$ cat src/hw/asfs_pkg.sv
package asfs_pkg;
   // Frame geometry in serial clocks.
   localparam int FRAME_CLOCKS = 16;
   localparam int RESULT_BITS = 14;
   localparam int NAP_WAKE_EDGE = 8;
   localparam int TRACK_EDGE = 9;
   // Timing figures in their own units.
   localparam int CLK_PERIOD_PS = 4000;
   localparam int BUSY_DELAY_NS = 40;
   localparam int CONV_TIME_NS = 365;
   localparam int ABORT_GUARD_NS = 10;
   localparam int RESET_PULSE_MIN_NS = 45;
   localparam int RESET_PULSE_MAX_NS = 6140;
   localparam int POWERDOWN_PULSE_NS = 7200;
   localparam int POWERUP_MS = 25;
   // Derived cycle counts: least times round up, longest times round down.
   localparam int CONV_CYCLES = (CONV_TIME_NS * 1000) / CLK_PERIOD_PS - 4;
   localparam int GUARD_CYCLES = (ABORT_GUARD_NS * 1000 + CLK_PERIOD_PS - 1) / CLK_PERIOD_PS;
   localparam int RESET_MIN_CYCLES = (RESET_PULSE_MIN_NS * 1000 + CLK_PERIOD_PS - 1)
      / CLK_PERIOD_PS;
   localparam int RESET_MAX_CYCLES = (RESET_PULSE_MAX_NS * 1000) / CLK_PERIOD_PS;
   localparam int POWERDOWN_CYCLES = (POWERDOWN_PULSE_NS * 1000 + CLK_PERIOD_PS - 1)
      / CLK_PERIOD_PS;
   localparam int POWERUP_CYCLES = (POWERUP_MS * 1000000) / (CLK_PERIOD_PS / 1000);
   // Reset values.
   localparam logic [13:0] RESULT_RESET = 14'h0000;

   // Frame sequencer states.
   typedef enum logic [2:0] {
      ST_IDLE,
      ST_FRAME,
      ST_CONVERT,
      ST_GUARD,
      ST_POWERDOWN,
      ST_POWERUP
   } asfs_state_e;

   // Serial data pin as value and enable.
   typedef struct packed {
      logic data;
      logic oe;
   } asfs_sdo_s;
endpackage : asfs_pkg

$ cat src/hw/asfs_sequencer.sv
`timescale 1ns/1ps
// Function
// RQ1 - Start conversion, raise busy after sixteenth fall
// RQ2 - Busy high during conversion, at most 365ns
// RQ3 - Frame sync during conversion aborts it
// RQ4 - Chip-select fall during conversion aborts it
// RQ5 - Frame sync after ninth rise aborts frame
// RQ6 - Chip-select rise after ninth rise aborts frame
// RQ7 - Host holds chip-select past sixteenth fall
// RQ8 - Data output released when chip-select high
// RQ9 - Later bits driven on rising serial clock
// RQ10 - MSB presented when frame sync rises
// RQ11 - MSB presented when chip-select falls
// RQ12 - Host sets chip-select before frame sync
// RQ13 - Short low pulse resets without power-down
// RQ14 - Long low pulse enters power-down
// RQ15 - Power-up takes up to 25ms
// RQ16 - Data output released on power-down fall
// RQ17 - Sixteen clocks: wake eighth, track ninth
// RQ18 - Result shifted out MSB first
// RQ19 - Frame start outputs previous MSB
// RQ20 - Frame style chosen by starting edge
module asfs_sequencer
   import asfs_pkg::*;
#(
   parameter int POWERUP_COUNT = POWERUP_CYCLES,
   parameter int FIFO_DEPTH = 16
) (
   input wire logic clk,
   input wire logic reset_n,
   input wire logic sclk,
   input wire logic chipSelect_n,
   input wire logic frameSync,
   input wire logic powerdownReset_n,
   input wire logic [RESULT_BITS-1:0] sampleIn,
   output logic sdoOut,
   output logic sdoOe,
   output logic busy,
   output logic dspMode,
   output logic napWake,
   output logic tracking,
   output logic powerDown,
   output logic [RESULT_BITS-1:0] resultData,
   output logic resultValid,
   input wire logic resultReady
);
   initial begin
      if (POWERUP_COUNT < 1) $error("POWERUP_COUNT must be positive");
   end

   ////////////////////////////////////////////////////////////////////////////////
   // Input synchronisers.

   logic [3:0] meta_q;
   logic [3:0] sync_q;
   logic [3:0] prev_q;

   // Two flip-flops per pin, then a history stage for edge detection.
   always_ff @(posedge clk) begin
      if (!reset_n) begin
         // Idle levels: serial clock low, select high, sync low, power pin high.
         meta_q <= 4'h5;
         sync_q <= 4'h5;
         prev_q <= 4'h5;
      end else begin
         meta_q <= {sclk, chipSelect_n, frameSync, powerdownReset_n};
         sync_q <= meta_q;
         prev_q <= sync_q;
      end
   end

   wire sclkS = sync_q[3];
   wire csS = sync_q[2];
   wire fsS = sync_q[1];
   wire pwdS = sync_q[0];
   wire sclkRise = sclkS && !prev_q[3];
   wire sclkFall = !sclkS && prev_q[3];
   wire csFall = !csS && prev_q[2];
   wire csRise = csS && !prev_q[2];
   wire fsRise = fsS && !prev_q[1];
   wire pwdFall = !pwdS && prev_q[0];
   wire pwdRise = pwdS && !prev_q[0];

   ////////////////////////////////////////////////////////////////////////////////
   // State and counters.

   asfs_state_e state_q;
   asfs_state_e state_d;
   logic [4:0] riseCnt_q;
   logic [4:0] fallCnt_q;
   logic [8:0] timer_q;
   logic [12:0] pwdLowCnt_q;
   logic [22:0] upCnt_q;
   logic [RESULT_BITS-1:0] result_q;
   logic [RESULT_BITS-1:0] shift_q;
   logic dsp_q;
   logic abortSeen_q;

   // Frame start: frame sync with chip-select low, or chip-select falling.
   wire startDsp = fsRise && !csS; // [RQ20]
   wire startSpi = csFall; // [RQ20]
   wire frameStart = startDsp || startSpi; // [RQ19]
   wire active = (state_q != ST_POWERDOWN) && (state_q != ST_POWERUP);
   // Abort during sampling: only after the ninth rising edge.
   wire pastTrack = (riseCnt_q >= 5'(TRACK_EDGE));
   wire frameAbort = (state_q == ST_FRAME) && pastTrack && (dsp_q ? fsRise : csRise); // [RQ5] [RQ6]
   wire sixteenth = (state_q == ST_FRAME) && sclkFall
      && (fallCnt_q == 5'(FRAME_CLOCKS - 1)); // [RQ1] [RQ17]
   wire convDone = (state_q == ST_CONVERT) && (timer_q == 9'(CONV_CYCLES - 1));
   // Long low pulse on the power-down pin.
   wire pwdLong = !pwdS && (pwdLowCnt_q >= 13'(POWERDOWN_CYCLES)); // [RQ14]
   // Short pulse within the reset window on release.
   wire pwdShort = pwdRise && (pwdLowCnt_q >= 13'(RESET_MIN_CYCLES))
      && (pwdLowCnt_q <= 13'(RESET_MAX_CYCLES)); // [RQ13]

   // Next state selection.
   always_comb begin
      state_d = state_q;
      unique case (state_q)
         ST_IDLE: begin
            if (frameStart) state_d = ST_FRAME;
         end
         ST_FRAME: begin
            if (sixteenth) state_d = ST_CONVERT;
            else if (frameAbort) state_d = dsp_q ? ST_FRAME : ST_IDLE; // [RQ5] [RQ6]
            else if (frameStart) state_d = ST_FRAME;
         end
         ST_CONVERT: begin
            if (frameStart) state_d = ST_FRAME; // [RQ3] [RQ4]
            else if (convDone) state_d = ST_GUARD;
         end
         ST_GUARD: begin
            if (frameStart) state_d = ST_FRAME; // [RQ3] [RQ4]
            else if (timer_q == 9'(GUARD_CYCLES - 1)) state_d = ST_IDLE;
         end
         ST_POWERDOWN: begin
            if (pwdRise) state_d = ST_POWERUP;
         end
         ST_POWERUP: begin
            if (upCnt_q == 23'(POWERUP_COUNT - 1)) state_d = ST_IDLE; // [RQ15]
         end
         default: state_d = ST_IDLE;
      endcase
      if (pwdLong) state_d = ST_POWERDOWN;
      else if (pwdShort || (!pwdS && active)) state_d = ST_IDLE; // [RQ13]
   end

   // State register.
   always_ff @(posedge clk) begin
      if (!reset_n) state_q <= ST_IDLE;
      else state_q <= state_d;
   end

   // Conversion and guard timer restarts at each state change.
   always_ff @(posedge clk) begin
      if (!reset_n || state_d != state_q) timer_q <= '0;
      else timer_q <= timer_q + 1'b1;
   end

   // Power-down pin low-time and power-up counters.
   always_ff @(posedge clk) begin
      if (!reset_n || pwdS) pwdLowCnt_q <= '0;
      else if (!pwdLong) pwdLowCnt_q <= pwdLowCnt_q + 1'b1;
      if (!reset_n || state_q != ST_POWERUP) upCnt_q <= '0;
      else upCnt_q <= upCnt_q + 1'b1;
   end

   // Serial clock edge counters within the frame.
   always_ff @(posedge clk) begin
      if (!reset_n || frameStart || state_q != ST_FRAME) begin
         riseCnt_q <= '0;
         fallCnt_q <= '0;
      end else begin
         if (sclkRise && riseCnt_q != 5'h1f) riseCnt_q <= riseCnt_q + 1'b1;
         if (sclkFall && fallCnt_q != 5'h1f) fallCnt_q <= fallCnt_q + 1'b1;
      end
   end

   // Result capture at conversion end and shift register for output.
   always_ff @(posedge clk) begin
      if (!reset_n) begin
         result_q <= RESULT_RESET;
         shift_q <= RESULT_RESET;
         dsp_q <= 1'b0;
      end else begin
         if (convDone) result_q <= sampleIn;
         if (frameStart) begin
            shift_q <= result_q; // [RQ18] [RQ19]
            dsp_q <= startDsp;
         end else if (state_q == ST_FRAME && sclkRise && riseCnt_q < 5'(RESULT_BITS - 1)) begin
            shift_q <= {shift_q[RESULT_BITS-2:0], 1'b0}; // [RQ9] [RQ18]
         end
      end
   end

   ////////////////////////////////////////////////////////////////////////////////
   // Result stream buffering.

   logic fifoInReady;

   // Abandoned results are not pushed; a full FIFO drops the newest result.
   always_ff @(posedge clk) begin
      if (!reset_n) abortSeen_q <= 1'b0;
      else abortSeen_q <= convDone && !fifoInReady;
   end

   asfs_fifo #(
      .WIDTH(RESULT_BITS),
      .DEPTH(FIFO_DEPTH)
   ) u_fifo (
      .clk(clk),
      .reset_n(reset_n),
      .inData(sampleIn),
      .inValid(convDone),
      .inReady(fifoInReady),
      .outData(resultData),
      .outValid(resultValid),
      .outReady(resultReady)
   );

   ////////////////////////////////////////////////////////////////////////////////
   // Output registers.

   // Pin outputs come straight from flip-flops.
   always_ff @(posedge clk) begin
      if (!reset_n) begin
         sdoOut <= 1'b0;
         sdoOe <= 1'b0;
         busy <= 1'b0;
         dspMode <= 1'b0;
         napWake <= 1'b0;
         tracking <= 1'b0;
         powerDown <= 1'b0;
      end else begin
         sdoOut <= frameStart ? result_q[RESULT_BITS-1] : shift_q[RESULT_BITS-1]; // [RQ10] [RQ11]
         sdoOe <= !csS && pwdS && !pwdFall && active; // [RQ8] [RQ16]
         busy <= (state_d == ST_CONVERT); // [RQ1] [RQ2]
         dspMode <= frameStart ? startDsp : dsp_q;
         napWake <= (state_d == ST_FRAME) && (riseCnt_q >= 5'(NAP_WAKE_EDGE)); // [RQ17]
         tracking <= (state_d == ST_FRAME) && pastTrack; // [RQ17]
         powerDown <= (state_d == ST_POWERDOWN) || (state_d == ST_POWERUP);
      end
   end
endmodule : asfs_sequencer

$ cat src/hw/asfs_fifo.sv
`timescale 1ns/1ps
// Small synchronous FIFO with valid/ready on both sides.
module asfs_fifo #(
   parameter int WIDTH = 14,
   parameter int DEPTH = 16
) (
   input wire logic clk,
   input wire logic reset_n,
   input wire logic [WIDTH-1:0] inData,
   input wire logic inValid,
   output logic inReady,
   output logic [WIDTH-1:0] outData,
   output logic outValid,
   input wire logic outReady
);
   localparam int AW = $clog2(DEPTH);

   initial begin
      if (DEPTH < 2 || (1 << AW) != DEPTH) $error("DEPTH must be a power of two");
   end

   logic [WIDTH-1:0] mem [DEPTH];
   logic [AW:0] wrPtr_q;
   logic [AW:0] rdPtr_q;
   wire isEmpty = (wrPtr_q == rdPtr_q);
   wire isFull = (wrPtr_q[AW] != rdPtr_q[AW]) && (wrPtr_q[AW-1:0] == rdPtr_q[AW-1:0]);
   wire doWrite = inValid && !isFull;
   wire doRead = outReady && !isEmpty;

   assign inReady = !isFull;
   assign outValid = !isEmpty;
   assign outData = mem[rdPtr_q[AW-1:0]];

   // Storage write.
   always_ff @(posedge clk) begin
      if (doWrite) mem[wrPtr_q[AW-1:0]] <= inData;
   end

   // Pointer update.
   always_ff @(posedge clk) begin
      if (!reset_n) begin
         wrPtr_q <= '0;
         rdPtr_q <= '0;
      end else begin
         if (doWrite) wrPtr_q <= wrPtr_q + 1'b1;
         if (doRead) rdPtr_q <= rdPtr_q + 1'b1;
      end
   end
endmodule : asfs_fifo

$ cat config.mk
export PLATFORM = sky130hd
export DESIGN_NAME = asfs_sequencer
export DESIGN_NICKNAME = d
export VERILOG_FILES = /design/src/hw/asfs_pkg.sv /design/src/hw/asfs_sequencer.sv /design/src/hw/asfs_fifo.sv
export SDC_FILE = /design/constraint.sdc
export NUM_CORES = 1
export LEC_CHECK = 0
export CAP_MARGIN = 15
export CORE_MARGIN = 2
export CORE_UTILIZATION = 50
export CTS_BUF_LIST = sky130_fd_sc_hd__clkbuf_8
export DETAILED_ROUTE_END_ITERATION = 8
export DONT_BUFFER_PORTS = 1
export GPL_TIMING_DRIVEN = 0
export PLACE_DENSITY = 0.71
export SLEW_MARGIN = 10
export SYNTH_ARGS = -nofsm -noshare
export SYNTH_HDL_FRONTEND = slang
export SYNTH_SLANG_ARGS = --single-unit
$ cat constraint.sdc
create_clock -name clk -period 8.7 [get_ports clk]
set_input_delay 1.305 -clock clk [delete_from_list [all_inputs] [get_ports clk]]
set_output_delay 1.305 -clock clk [all_outputs]
set_load 0.03 [all_outputs]
== Yosys cells after proc, flatten, opt, wreduce, memory -nomap -nowiden ==
Memory sizes are Yosys's and may differ from the RTL's. A register that Yosys moved wholly into a read port is not among the register bits.
Index checks and enable logic that the tools add are counted.
Operators by class
  multiplexer cells: 21
  div/mod/pow operators: 0
  reductions and logical operators: 51
  add/sub/neg operators: 7
  equality and inequality tests: 22
  bitwise logic cells: 0
  shift operators: 0
  $lt $le $gt $ge: 6
  $mul: 0
Operator list (count)
  $mux W3: 11
  $logic_and A1 B1 Y1: 30
  $mux W14: 2
  $add A23 B1 Y23 const B: 1
  $eq A23 B23 Y1 const B: 1
  $add A5 B1 Y5 const B: 4
  $pmux W3 S6: 1
  $add A13 B1 Y13 const B: 1
  $ge A13 B11 Y1 const B: 1
  $ge A13 B4 Y1 const B: 1
  $le A13 B11 Y1 const B: 1
  $eq A3 B3 Y1 const B: 4
  $logic_not A1 Y1: 11
  $ge A5 B4 Y1 const B: 2
  $ne A5 B5 Y1 const B: 2
  $add A9 B1 Y9 const B: 1
  $eq A3 B2 Y1 const B: 3
  $eq A9 B2 Y1 const B: 1
  $eq A9 B7 Y1 const B: 1
  $logic_or A1 B1 Y1: 8
  $mux W4: 2
  $eq A3 B1 Y1 const B: 2
  $ne A3 B3 Y1 const B: 2
  $eq A5 B4 Y1 const B: 1
  9 further kinds: 13
Storage, ports and cells
  bits in registers: 115
  bits in read-only memories: 0
  latch bits: 0
  bits in writable memories: 224
  output and inout port bits: 22
  input port bits: 21
  memories: 1
Memories
  u_fifo.mem: words 16, width 14, read ports 1, clocked after Yosys merged registers in 1, wr ports 1, line asfs_fifo.sv:22  | logic [WIDTH-1:0] mem [DEPTH];

== Longest topological paths before layout ==
Gate-level depths: netlist (run 1).
  depth after elaboration: 12
  depth in mapped cells: 10

== Modules after synthesis ==
Synthesis (run 1) repeated with hierarchy kept, for this count alone.
Second synthesis, totals
  cells, all modules: 910
  area, all modules: 14076.0 um2
Modules (own cells, without submodules)
  asfs_fifo: times used 1, seq. area each 7006.7 um2, area each 9445.3 um2, cells each 416
  asfs_sequencer: times used 1, seq. area each 2102.0 um2, area each 4630.7 um2, cells each 494

== Least setup slack after synthesis (run 1) ==
OpenSTA, ideal clock, no wires.
  path type: register to output
  from: reg (tool-made name)
  to: out resultData[0]
  cell stages (with the launch flop): 5
  arrival: 2.431 ns
  required time: 7.395 ns
  slack: 4.964 ns
  buffers on the path: 2
  cell sequence: dfxtp_1 -> clkbuf_1 -> buf_1 -> mux4_2 -> mux4_2
RTL lines
  end, declared: line asfs_sequencer.sv:43  | output logic [RESULT_BITS-1:0] resultData,

==> results of run 1 <==
## worst paths after layout
| check | end | start | slack (ns) |
|---|---|---|---|
| worst max-delay path | resultData[2] | register | 3.77 |
| worst min-delay path | sync_q[0] | meta_q[0] | 0.38 |
| worst max register to register | u_fifo.mem[0][10] | timer_q[0] | 5.25 |
| worst min register to register | sync_q[0] | meta_q[0] | 0.38 |
## where the power goes
| part | total, mW | switching [mW] | leakage, nW | internal (mW) |
|---|---|---|---|---|
| sequential | 1.74 | 0.00556 | 2.97 | 1.74 |
| clock | 1.39 | 0.614 | 0.650 | 0.772 |
| combinational | 0.0348 | 0.0204 | 1.78 | 0.0145 |
## metrics by stage
stage	power (mW)	utilization
floorplan	1.81	-
global placement	1.81	0.526
detailed placement	1.81	0.536
CTS	3.20	0.578
global route	3.27	0.578
finish	3.17	0.578
## metal layers
metal | wire length, µm | global-route usage | vias to the layer above
li1 | - | - | 3537
met1 | 11900 | 0.257 | 3779
met2 | 13600 | 0.330 | 198
met3 | 1420 | 0.0364 | 44
met4 | 500 | 0.0572 | 0
met5 | 0 | 0 | -
## critical path: cells and delay by family (launching register included)
kind                   cells  cell delay, ns
buffers and inverters      2            1.45
muxes                      2            1.25
DFF                        1            0.33
## final cells by class
type	count	area, µm²
Tap cell	341	427
Clock inverter	26	158
Fill cell	2065	11400
Clock buffer	72	991
Buffer	38	153
Timing Repair Buffer	17	221
Inverter	15	56.3
Multi-Input combinational cell	492	4470
Sequential cell	343	9110
## state kept, by name, indices dropped and copies added (netlist names), 9 cells and up, named ones only
signal / cells
u_fifo.mem: 224
upCnt_q: 23
result_q: 14
shift_q: 14
pwdLowCnt_q: 13
timer_q: 9
## layout by cell type, fill, tap and decap left out, types with 4 or more instances in the layout
| cell type | instances |
|---|---|
| and2_1 | 19 |
| edfxtp_1 | 224 |
| o21ai_0 | 11 |
| buf_6 | 6 |
| nor2_2 | 12 |
| clkbuf_8 | 72 |
| a21boi_0 | 5 |
| buf_8 | 10 |
| xnor2_1 | 19 |
| or3_1 | 6 |
| and4_1 | 5 |
| clkbuf_1 | 28 |
| nand2_1 | 44 |
| nand3_1 | 20 |
| clkinv_2 | 5 |
| buf_1 | 7 |
| nor2b_1 | 21 |
| inv_1 | 31 |
| nor2_1 | 62 |
| dfxtp_1 | 119 |
| nor4_2 | 8 |
| ha_1 | 16 |
| nor3_2 | 4 |
| xor2_1 | 31 |
| o211a_1 | 13 |
| and3_1 | 8 |
| mux4_2 | 70 |
| nand2b_1 | 12 |
| mux2i_1 | 30 |
| a21oi_1 | 10 |
| nor3_1 | 9 |
| nand4_1 | 15 |
## cell families (layout without fill, tap and decap cells)
group                      count (synthesis)  in the layout  synth area share
DFF                                      343            343             0.663
and+or+nand+nor                          261            261             0.103
muxes                                    101            101             0.137
AOI/OAI and AO/OA                         64             64            0.0351
buffers and inverters                     53            168            0.0152
xor gates and xnor gates                  50             50            0.0319
adders and majority gates                 16             16            0.0146
==> flow_summary_export.csv, run 1 <==
group,metric,value,unit
status,outcome,"finished clean",
clock_network,post_cts_buffers,0,
logic_synthesis,synth_top_area_cell,"edfxtp_1",
critical_path,cp_slowest_cell,"buf_1",
critical_path,critPathKind,"reg -> out",
routing,num_vias,7558,
logic_synthesis,syn_avg_cell_area,15.5,µm²
logic_synthesis,synthTopCellsByArea,"edfxtp_1 (49%), dfxtp_1 (17%), mux4_2 (11%)",
pwr,p_per_area,203,mW/mm²
logic_synthesis,synth-edff-count,224,
grt,grt_antenna_before_repair,0,
cells_and_area,drive_above_1_share,0.202,
run,drv_cap,0,
timing,finalCriticalPeriod,4.93,ns
cells_and_area,postLayoutCellArea,0.0156,mm²
floorplanning,start_util,0.510,
grt,grt_pass1_wl,42.4,mm
timing,finalClockSkew,0.0427,ns
floorplanning,die_x,170,µm
cells_and_area,final_nets,997,
floorplanning,boundaryPins,43,
critical_path,path_cells,"clkbuf_1, buf_1, mux4_2, mux4_2",
place,postPlaceCellArea,0.0144,mm²
logic_synthesis,synthCells,888,
cells_and_area,fin_cells,1344,
routing,wl_per_cell,20.4,µm
timing,hold_viol_final,0,
timing,fin_crit_sh,0.567,
logic_synthesis,async_reset_ff_frac,0,
logic_synthesis,ys_types,60,
place,gp_congestion,0.811,
timing,holdWs,0.379,ns
place,pre_cts_slack,4.29,ns
timing,fin_ws,3.77,ns
grt,grt_overflow,0,
floorplanning,rows,60,
logic_synthesis,synth_flop_cell,"edfxtp_1",
clock_network,numCtsBuffers,53,
logic_synthesis,yosys_warnings,0,
logic_synthesis,synth_common_cells,"edfxtp_1 (224), dfxtp_1 (119), nor2_1 (74), mux4_2 (70), nand2_1 (44)",
critical_path,critPathCaptureType,"output port",
timing,max_freq,0.203,GHz
timing,worst_slew_pin_slew,1.09,ns
floorplanning,core,0.0270,mm²
cells_and_area,diodes,0,
grt,grt_pass1_vias,7562,
timing,finalSetupViolCount,0,
logic_synthesis,ys_seq_elements,343,
timing,finalSetupTns,0,ns
floorplanning,dieArea,0.0288,mm²
critical_path,path_max_fanout,10,
pwr,peakVddDrop,125,µV
critical_path,reg2reg_depth,8,
min_path,min_path_cells,1,
routing,first_pass_iters,5,
clock_network,h-tree-depth,2,
clock_network,cts_max_path_buffers,3,
floorplanning,die_h,170,µm
routing,vias_per_cell,5.62,
clock_network,clk_latency,0.59,ns
clock_network,clkTransAtPathRegs,0.06,ns
timing,slew_headroom,0.275,
place,io_buffers,0,
logic_synthesis,synth_nets,925,
routing,ant_nets,0,
clock_network,cts_tree,"built",
critical_path,cp_common_cell,"mux4_2",
clock_network,clock_tree.root_cell,"clkbuf_8",
place,placed_cells,1246,
place,dp_hpwl,18.2,mm
grt,grt_max_degree,18,
grt,grt_util_all_layers,0.194,
routing,routed_wl,27.4,mm
logic_synthesis,netlist_area,0.0137,mm²
timing,rsz0062_at_grt,"false",
clock_network,cts_hold_buffers,0,
critical_path,cp-start-kind,"register",
critical_path,cp_slowest_stage_delay,0.85,ns
clock_network,clkSinkCount,343,
routing,drc,0,
logic_synthesis,ys_seq_area_frac,0.663,
critical_path,worstPathArrival,3.63,ns
timing,maxSlewViolCount,0,
critical_path,required,7.39,ns
cells_and_area,syn_to_final_growth,13.4,%
logic_synthesis,synth_top_area_frac,0.490,
clock_network,cts_resized,0,
routing,drt_iter0_markers,544,
min_path,hold_class,"reg -> reg",
logic_synthesis,yosysMostFrequentCell,"edfxtp_1",
pwr,p_leak,5.40,nW
(Power assumes the default switching activity.)
==> inputs of run 2 (changes only) <==
--- a/config.mk
+++ b/config.mk
@@ -12,7 +12,7 @@
 export DETAILED_ROUTE_END_ITERATION = 8
 export DONT_BUFFER_PORTS = 1
 export GPL_TIMING_DRIVEN = 0
-export PLACE_DENSITY = 0.71
+export PLACE_DENSITY = 0.74
 export SLEW_MARGIN = 10
 export SYNTH_ARGS = -nofsm -noshare
 export SYNTH_HDL_FRONTEND = slang
==> constraint.sdc (replaced) <==
create_clock -name clk -period 4.3 [get_ports clk]
set_input_delay 0.645 -clock clk [delete_from_list [all_inputs] [get_ports clk]]
set_output_delay 0.645 -clock clk [all_outputs]
set_load 0.03 [all_outputs]
==> flow_summary_export.csv, run 2 (same netlist as run 1, synthesis figures left out) <==
group,metric,value,unit
clock_network,numCtsBuffers,53,
routing,drt_iter0_markers,542,
critical_path,cp-start-kind,"register",
min_path,min_from,"sampleIn[11]",
pwr,peakVddDrop,290,µV
floorplanning,die_h,170,µm
critical_path,worstPathArrival,3.40,ns
timing,maxSlewViolCount,0,
timing,finalClockSkew,0.0249,ns
routing,ant_nets,0,
clock_network,h-tree-depth,2,
cells_and_area,largest_register_ffs,224,
grt,grt_pass1_vias,7373,
cells_and_area,postLayoutCellArea,0.0155,mm²
grt,grt_pass1_wl,42.9,mm
routing,routed_wl,27.6,mm
clock_network,clkTransAtPathRegs,0.06,ns
clock_network,cts_tree,"built",
timing,finalSetupViolCount,0,
timing,holdWs,0.141,ns
clock_network,cts_max_path_buffers,3,
timing,fin_crit_sh,0.941,
grt,grt_util_all_layers,0.196,
timing,worst_slew_pin_slew,1.10,ns
clock_network,clk_latency,0.60,ns
pwr,p_leak,5.39,nW
routing,wl_per_cell,20.5,µm
critical_path,required,3.65,ns
floorplanning,die_x,170,µm
cells_and_area,syn_to_final_growth,13.0,%
pwr,p_per_area,403,mW/mm²
timing,max_freq,0.247,GHz
critical_path,cp_common_cell,"mux4_2",
critical_path,reg2reg_slack,0.76,ns
critical_path,rr_startpoint,"timer_q[0]",
run,drv_cap,0,
cells_and_area,final_common_cell,"edfxtp_1",
pwr,finalPower,6.25,mW
timing,fin_ws,0.254,ns
floorplanning,core,0.0270,mm²
critical_path,cp-endpoint,"resultData[3]",
cells_and_area,drive_above_1_share,0.197,
critical_path,path_cells,"clkbuf_1, clkdlybuf4s15_2, mux4_2, mux4_2",
critical_path,critPathKind,"reg -> out",
critical_path,reg2reg_to,"u_fifo.mem[3][0]",
clock_network,clkSinkCount,343,
grt,grt_max_degree,18,
clock_network,post_cts_buffers,0,
routing,drc,0,
timing,finalCriticalPeriod,4.05,ns
floorplanning,dieArea,0.0288,mm²
routing,num_vias,7606,
place,postPlaceCellArea,0.0144,mm²
grt,grt_antenna_before_repair,0,
floorplanning,boundaryPins,43,
routing,first_pass_iters,5,
critical_path,cp_slowest_cell,"mux4_2",
place,gp_congestion,0.827,
min_path,hold_class,"in -> reg",
grt,grt_overflow,0,
clock_network,clock_tree.root_cell,"clkbuf_8",
timing,hold_viol_final,0,
clock_network,cts_hold_buffers,0,
critical_path,path_max_fanout,10,
cells_and_area,diodes,0,
critical_path,cp_slowest_stage_delay,0.64,ns
timing,slew_headroom,0.266,
status,outcome,"finished clean",
place,dp_hpwl,18.0,mm
critical_path,reg2reg_depth,8,
place,pre_cts_slack,0.524,ns
cells_and_area,layout_common_cells,"edfxtp_1 (224), dfxtp_1 (119), mux4_2 (70), nor2_1 (62), clkbuf_8 (58)",
place,io_buffers,0,
floorplanning,rows,60,
cells_and_area,final_nets,996,
routing,vias_per_cell,5.66,
timing,rsz0062_at_grt,"false",
critical_path,critPathCaptureType,"output port",
timing,finalSetupTns,0,ns
floorplanning,start_util,0.510,
run 2: cell count changes in the layout (fill, tap and decap cells not counted), moves of 2 or more:
cell	change
clkbuf_8	-14
clkinv_2	+5
buf_6	-4
clkdlybuf4s15_2	+3
clkinv_1	+6
buf_8	+4
clkinvlp_4	-2
buf_1	-4
inv_1	+4
run 2: area by class of cell:
cell class	count	area, µm²
Inverter	15	56.3
Timing Repair Buffer	16	229
Tap cell	341	427
Clock inverter	42	259
Sequential cell	343	9110
Buffer	38	176
Fill cell	2023	11400
Multi-Input combinational cell	492	4470
Clock buffer	58	798
run 2: power by group:
part	internal, mW	total (mW)	leakage, nW	switching (mW)
clock network	1.39	2.65	0.626	1.26
registers	3.52	3.53	2.97	0.0116
logic	0.0292	0.0704	1.79	0.0412
run 2: metrics by stage:
stage | std cells | util
2_1_floorplan | 888 | -
3_3_place_gp | 1229 | 0.526
3_5_place_dp | 1245 | 0.536
4_1_cts | 1345 | 0.576
5_1_grt | 1345 | 0.576
6_report | 1345 | 0.576
run 2: worst min-delay path by stage:
| stage | end | slack, ns | depth (start not counted) |
|---|---|---|---|
| 2_1_floorplan | sync_q[0] | 0.39 | 1 |
| 3_3_place_gp | sync_q[2] | 0.39 | 1 |
| 3_5_place_dp | sync_q[2] | 0.39 | 1 |
| 4_1_cts | u_fifo.mem[5][5] | 0.11 | 0 |
| 5_1_grt | u_fifo.mem[15][6] | 0.10 | 0 |
| 6_report | u_fifo.mem[1][11] | 0.14 | 0 |
run 2: metal layers:
metal,vias to the layer above,wire (µm),track usage
met4,0,527,0.0561
met3,49,1680,0.0347
met5,-,0,0
li1,3543,-,-
met2,243,13400,0.323
met1,3771,12000,0.271
run 2: timing repair:
| item | CTS | global route |
|---|---|---|
| pin swaps | 0 | 0 |
| gates resized for setup | 6 | 2 |
| endpoints found under the setup margin | 12 | 10 |
run 2: worst max-delay path: cells and delay by family (launching register included):
family	cells	cell delay [ns]
flops	1	0.35
buf+inv	2	1.24
mux	2	1.24
==> inputs of run 3 (changes only) <==
--- a/config.mk
+++ b/config.mk
@@ -12,7 +12,8 @@
 export DETAILED_ROUTE_END_ITERATION = 8
 export DONT_BUFFER_PORTS = 1
 export GPL_TIMING_DRIVEN = 0
-export PLACE_DENSITY = 0.74
+export PLACE_DENSITY = 0.78
+export SKIP_CTS_REPAIR_TIMING = 1
 export SLEW_MARGIN = 10
 export SYNTH_ARGS = -nofsm -noshare
 export SYNTH_HDL_FRONTEND = slang
==> flow_summary_export.csv, run 3 (same netlist as run 1, synthesis figures left out) <==
group,metric,value,unit
timing,finalCriticalPeriod,3.93,ns
critical_path,worstPathArrival,3.28,ns
routing,routed_wl,28.3,mm
timing,rsz0062_at_grt,"false",
clock_network,cts_max_path_buffers,3,
place,postPlaceCellArea,0.0144,mm²
timing,fin_crit_sh,0.913,
cells_and_area,layout_common_cells,"edfxtp_1 (224), dfxtp_1 (119), mux4_2 (70), nor2_1 (62), clkbuf_8 (59)",
cells_and_area,final_common_cell,"edfxtp_1",
floorplanning,rows,60,
timing,hold_viol_final,0,
status,outcome,"finished clean",
floorplanning,start_util,0.510,
routing,wl_per_cell,21.1,µm
timing,finalSetupTns,0,ns
grt,grt_pass1_vias,7670,
cells_and_area,final_nets,994,
pwr,p_leak,5.38,nW
grt,grt_max_degree,18,
pwr,peakVddDrop,270,µV
floorplanning,die_x,170,µm
timing,holdWs,0.122,ns
cells_and_area,fin_cells,1341,
floorplanning,die_h,170,µm
place,io_buffers,0,
place,dp_hpwl,18.6,mm
critical_path,path_cells,"clkbuf_1, buf_1, buf_6, mux4_2, mux4_2",
critical_path,critPathKind,"reg -> out",
clock_network,clkTransAtPathRegs,0.06,ns
cells_and_area,drive_above_1_share,0.201,
critical_path,cp_slowest_stage_delay,0.61,ns
clock_network,clock_tree.root_cell,"clkbuf_8",
critical_path,critPathCaptureType,"output port",
place,placed_cells,1242,
floorplanning,core,0.0270,mm²
cells_and_area,diodes,0,
critical_path,path_max_fanout,10,
pwr,p_per_area,418,mW/mm²
clock_network,h-tree-depth,2,
timing,finalSetupViolCount,0,
run,drv_cap,0,
timing,max_freq,0.255,GHz
timing,maxSlewViolCount,0,
routing,vias_per_cell,5.76,
floorplanning,boundaryPins,43,
critical_path,cp_common_cell,"mux4_2",
clock_network,cts_tree,"built",
critical_path,cp-start-kind,"register",
grt,grt_antenna_before_repair,0,
cells_and_area,largest_register_ffs,224,
routing,num_vias,7720,
clock_network,clk_latency,0.61,ns
clock_network,clkSinkCount,343,
routing,first_pass_iters,5,
cells_and_area,syn_to_final_growth,13.2,%
cells_and_area,nFillCells,2023,
timing,finalClockSkew,0.0464,ns
cells_and_area,postLayoutCellArea,0.0155,mm²
critical_path,cp_slowest_cell,"mux4_2",
min_path,hold_class,"in -> reg",
grt,grt_util_all_layers,0.201,
floorplanning,dieArea,0.0288,mm²
timing,slew_headroom,0.286,
routing,ant_nets,0,
routing,drt_iter0_markers,646,
critical_path,required,3.65,ns
place,gp_congestion,0.864,
clock_network,numCtsBuffers,53,
grt,grt_overflow,0,
routing,drc,0,
timing,worst_slew_pin_slew,1.07,ns
grt,grt_pass1_wl,43.7,mm
## run 3: cell count changes in the layout (fill, tap and decap cells not counted), sizes merged
| cell | before | now |
|---|---|---|
| inv | 38 | 32 |
| bufinv | 2 | 5 |
| clkbuf | 87 | 90 |
| clkdlybuf4s15 | 3 | 0 |
| clkinv | 17 | 14 |
| clkinvlp | 0 | 3 |
| buf | 22 | 21 |
## run 3: report_power, final
part           switching (mW)  internal, mW  total (mW)  leakage, nW
combinational          0.0422        0.0294      0.0716         1.77
clock                    1.30          1.59        2.89        0.637
sequential             0.0115          3.52        3.53         2.97
total                    1.36          5.14        6.49         5.38
## run 3: area by class of cell
cell class,instances,area (µm²),area share
Sequential cell,343,9110,0.586
Tap cell,341,427,0.0274
Inverter,15,56.3,0.00362
Clock buffer,59,812,0.0522
Timing Repair Buffer,14,180,0.0116
Multi-Input combinational cell,492,4470,0.288
Buffer,38,156,0.0101
Clock inverter,39,337,0.0216
## run 3: final timing paths
check	cells past startpoint	to	from	slack, ns
worst max register to register	8	u_fifo.mem[1][10]	timer_q[0]	0.78
worst max-delay path	5	resultData[6]	register	0.37
worst min register to register	1	sync_q[0]	meta_q[0]	0.41
worst min-delay path	0	u_fifo.mem[13][6]	sampleIn[6]	0.12
## run 3: stage by stage
step / total power [mW] / worst slack [ns] / utilization
floorplan: 3.65 / 1.15 / -
global placement: 3.67 / -0.337 / 0.526
detailed placement: 3.67 / 0.572 / 0.534
CTS: 6.53 / -0.0892 / 0.576
global route: 6.68 / 0.194 / 0.577
finish: 6.49 / 0.374 / 0.577
## run 3: worst max-delay path: cells and delay by family, from the launching register on
family	cells	cell delay [ns]
buf+inv	3	1.19
flops	1	0.33
mux	2	1.15
## run 3: per-layer routing
layer	part of all wire	GRT usage	vias up
met1	0.42	0.267	3853
met5	0	0	-
li1	-	-	3530
met2	0.49	0.339	285
met3	0.068	0.0380	52
met4	0.019	0.0569	0
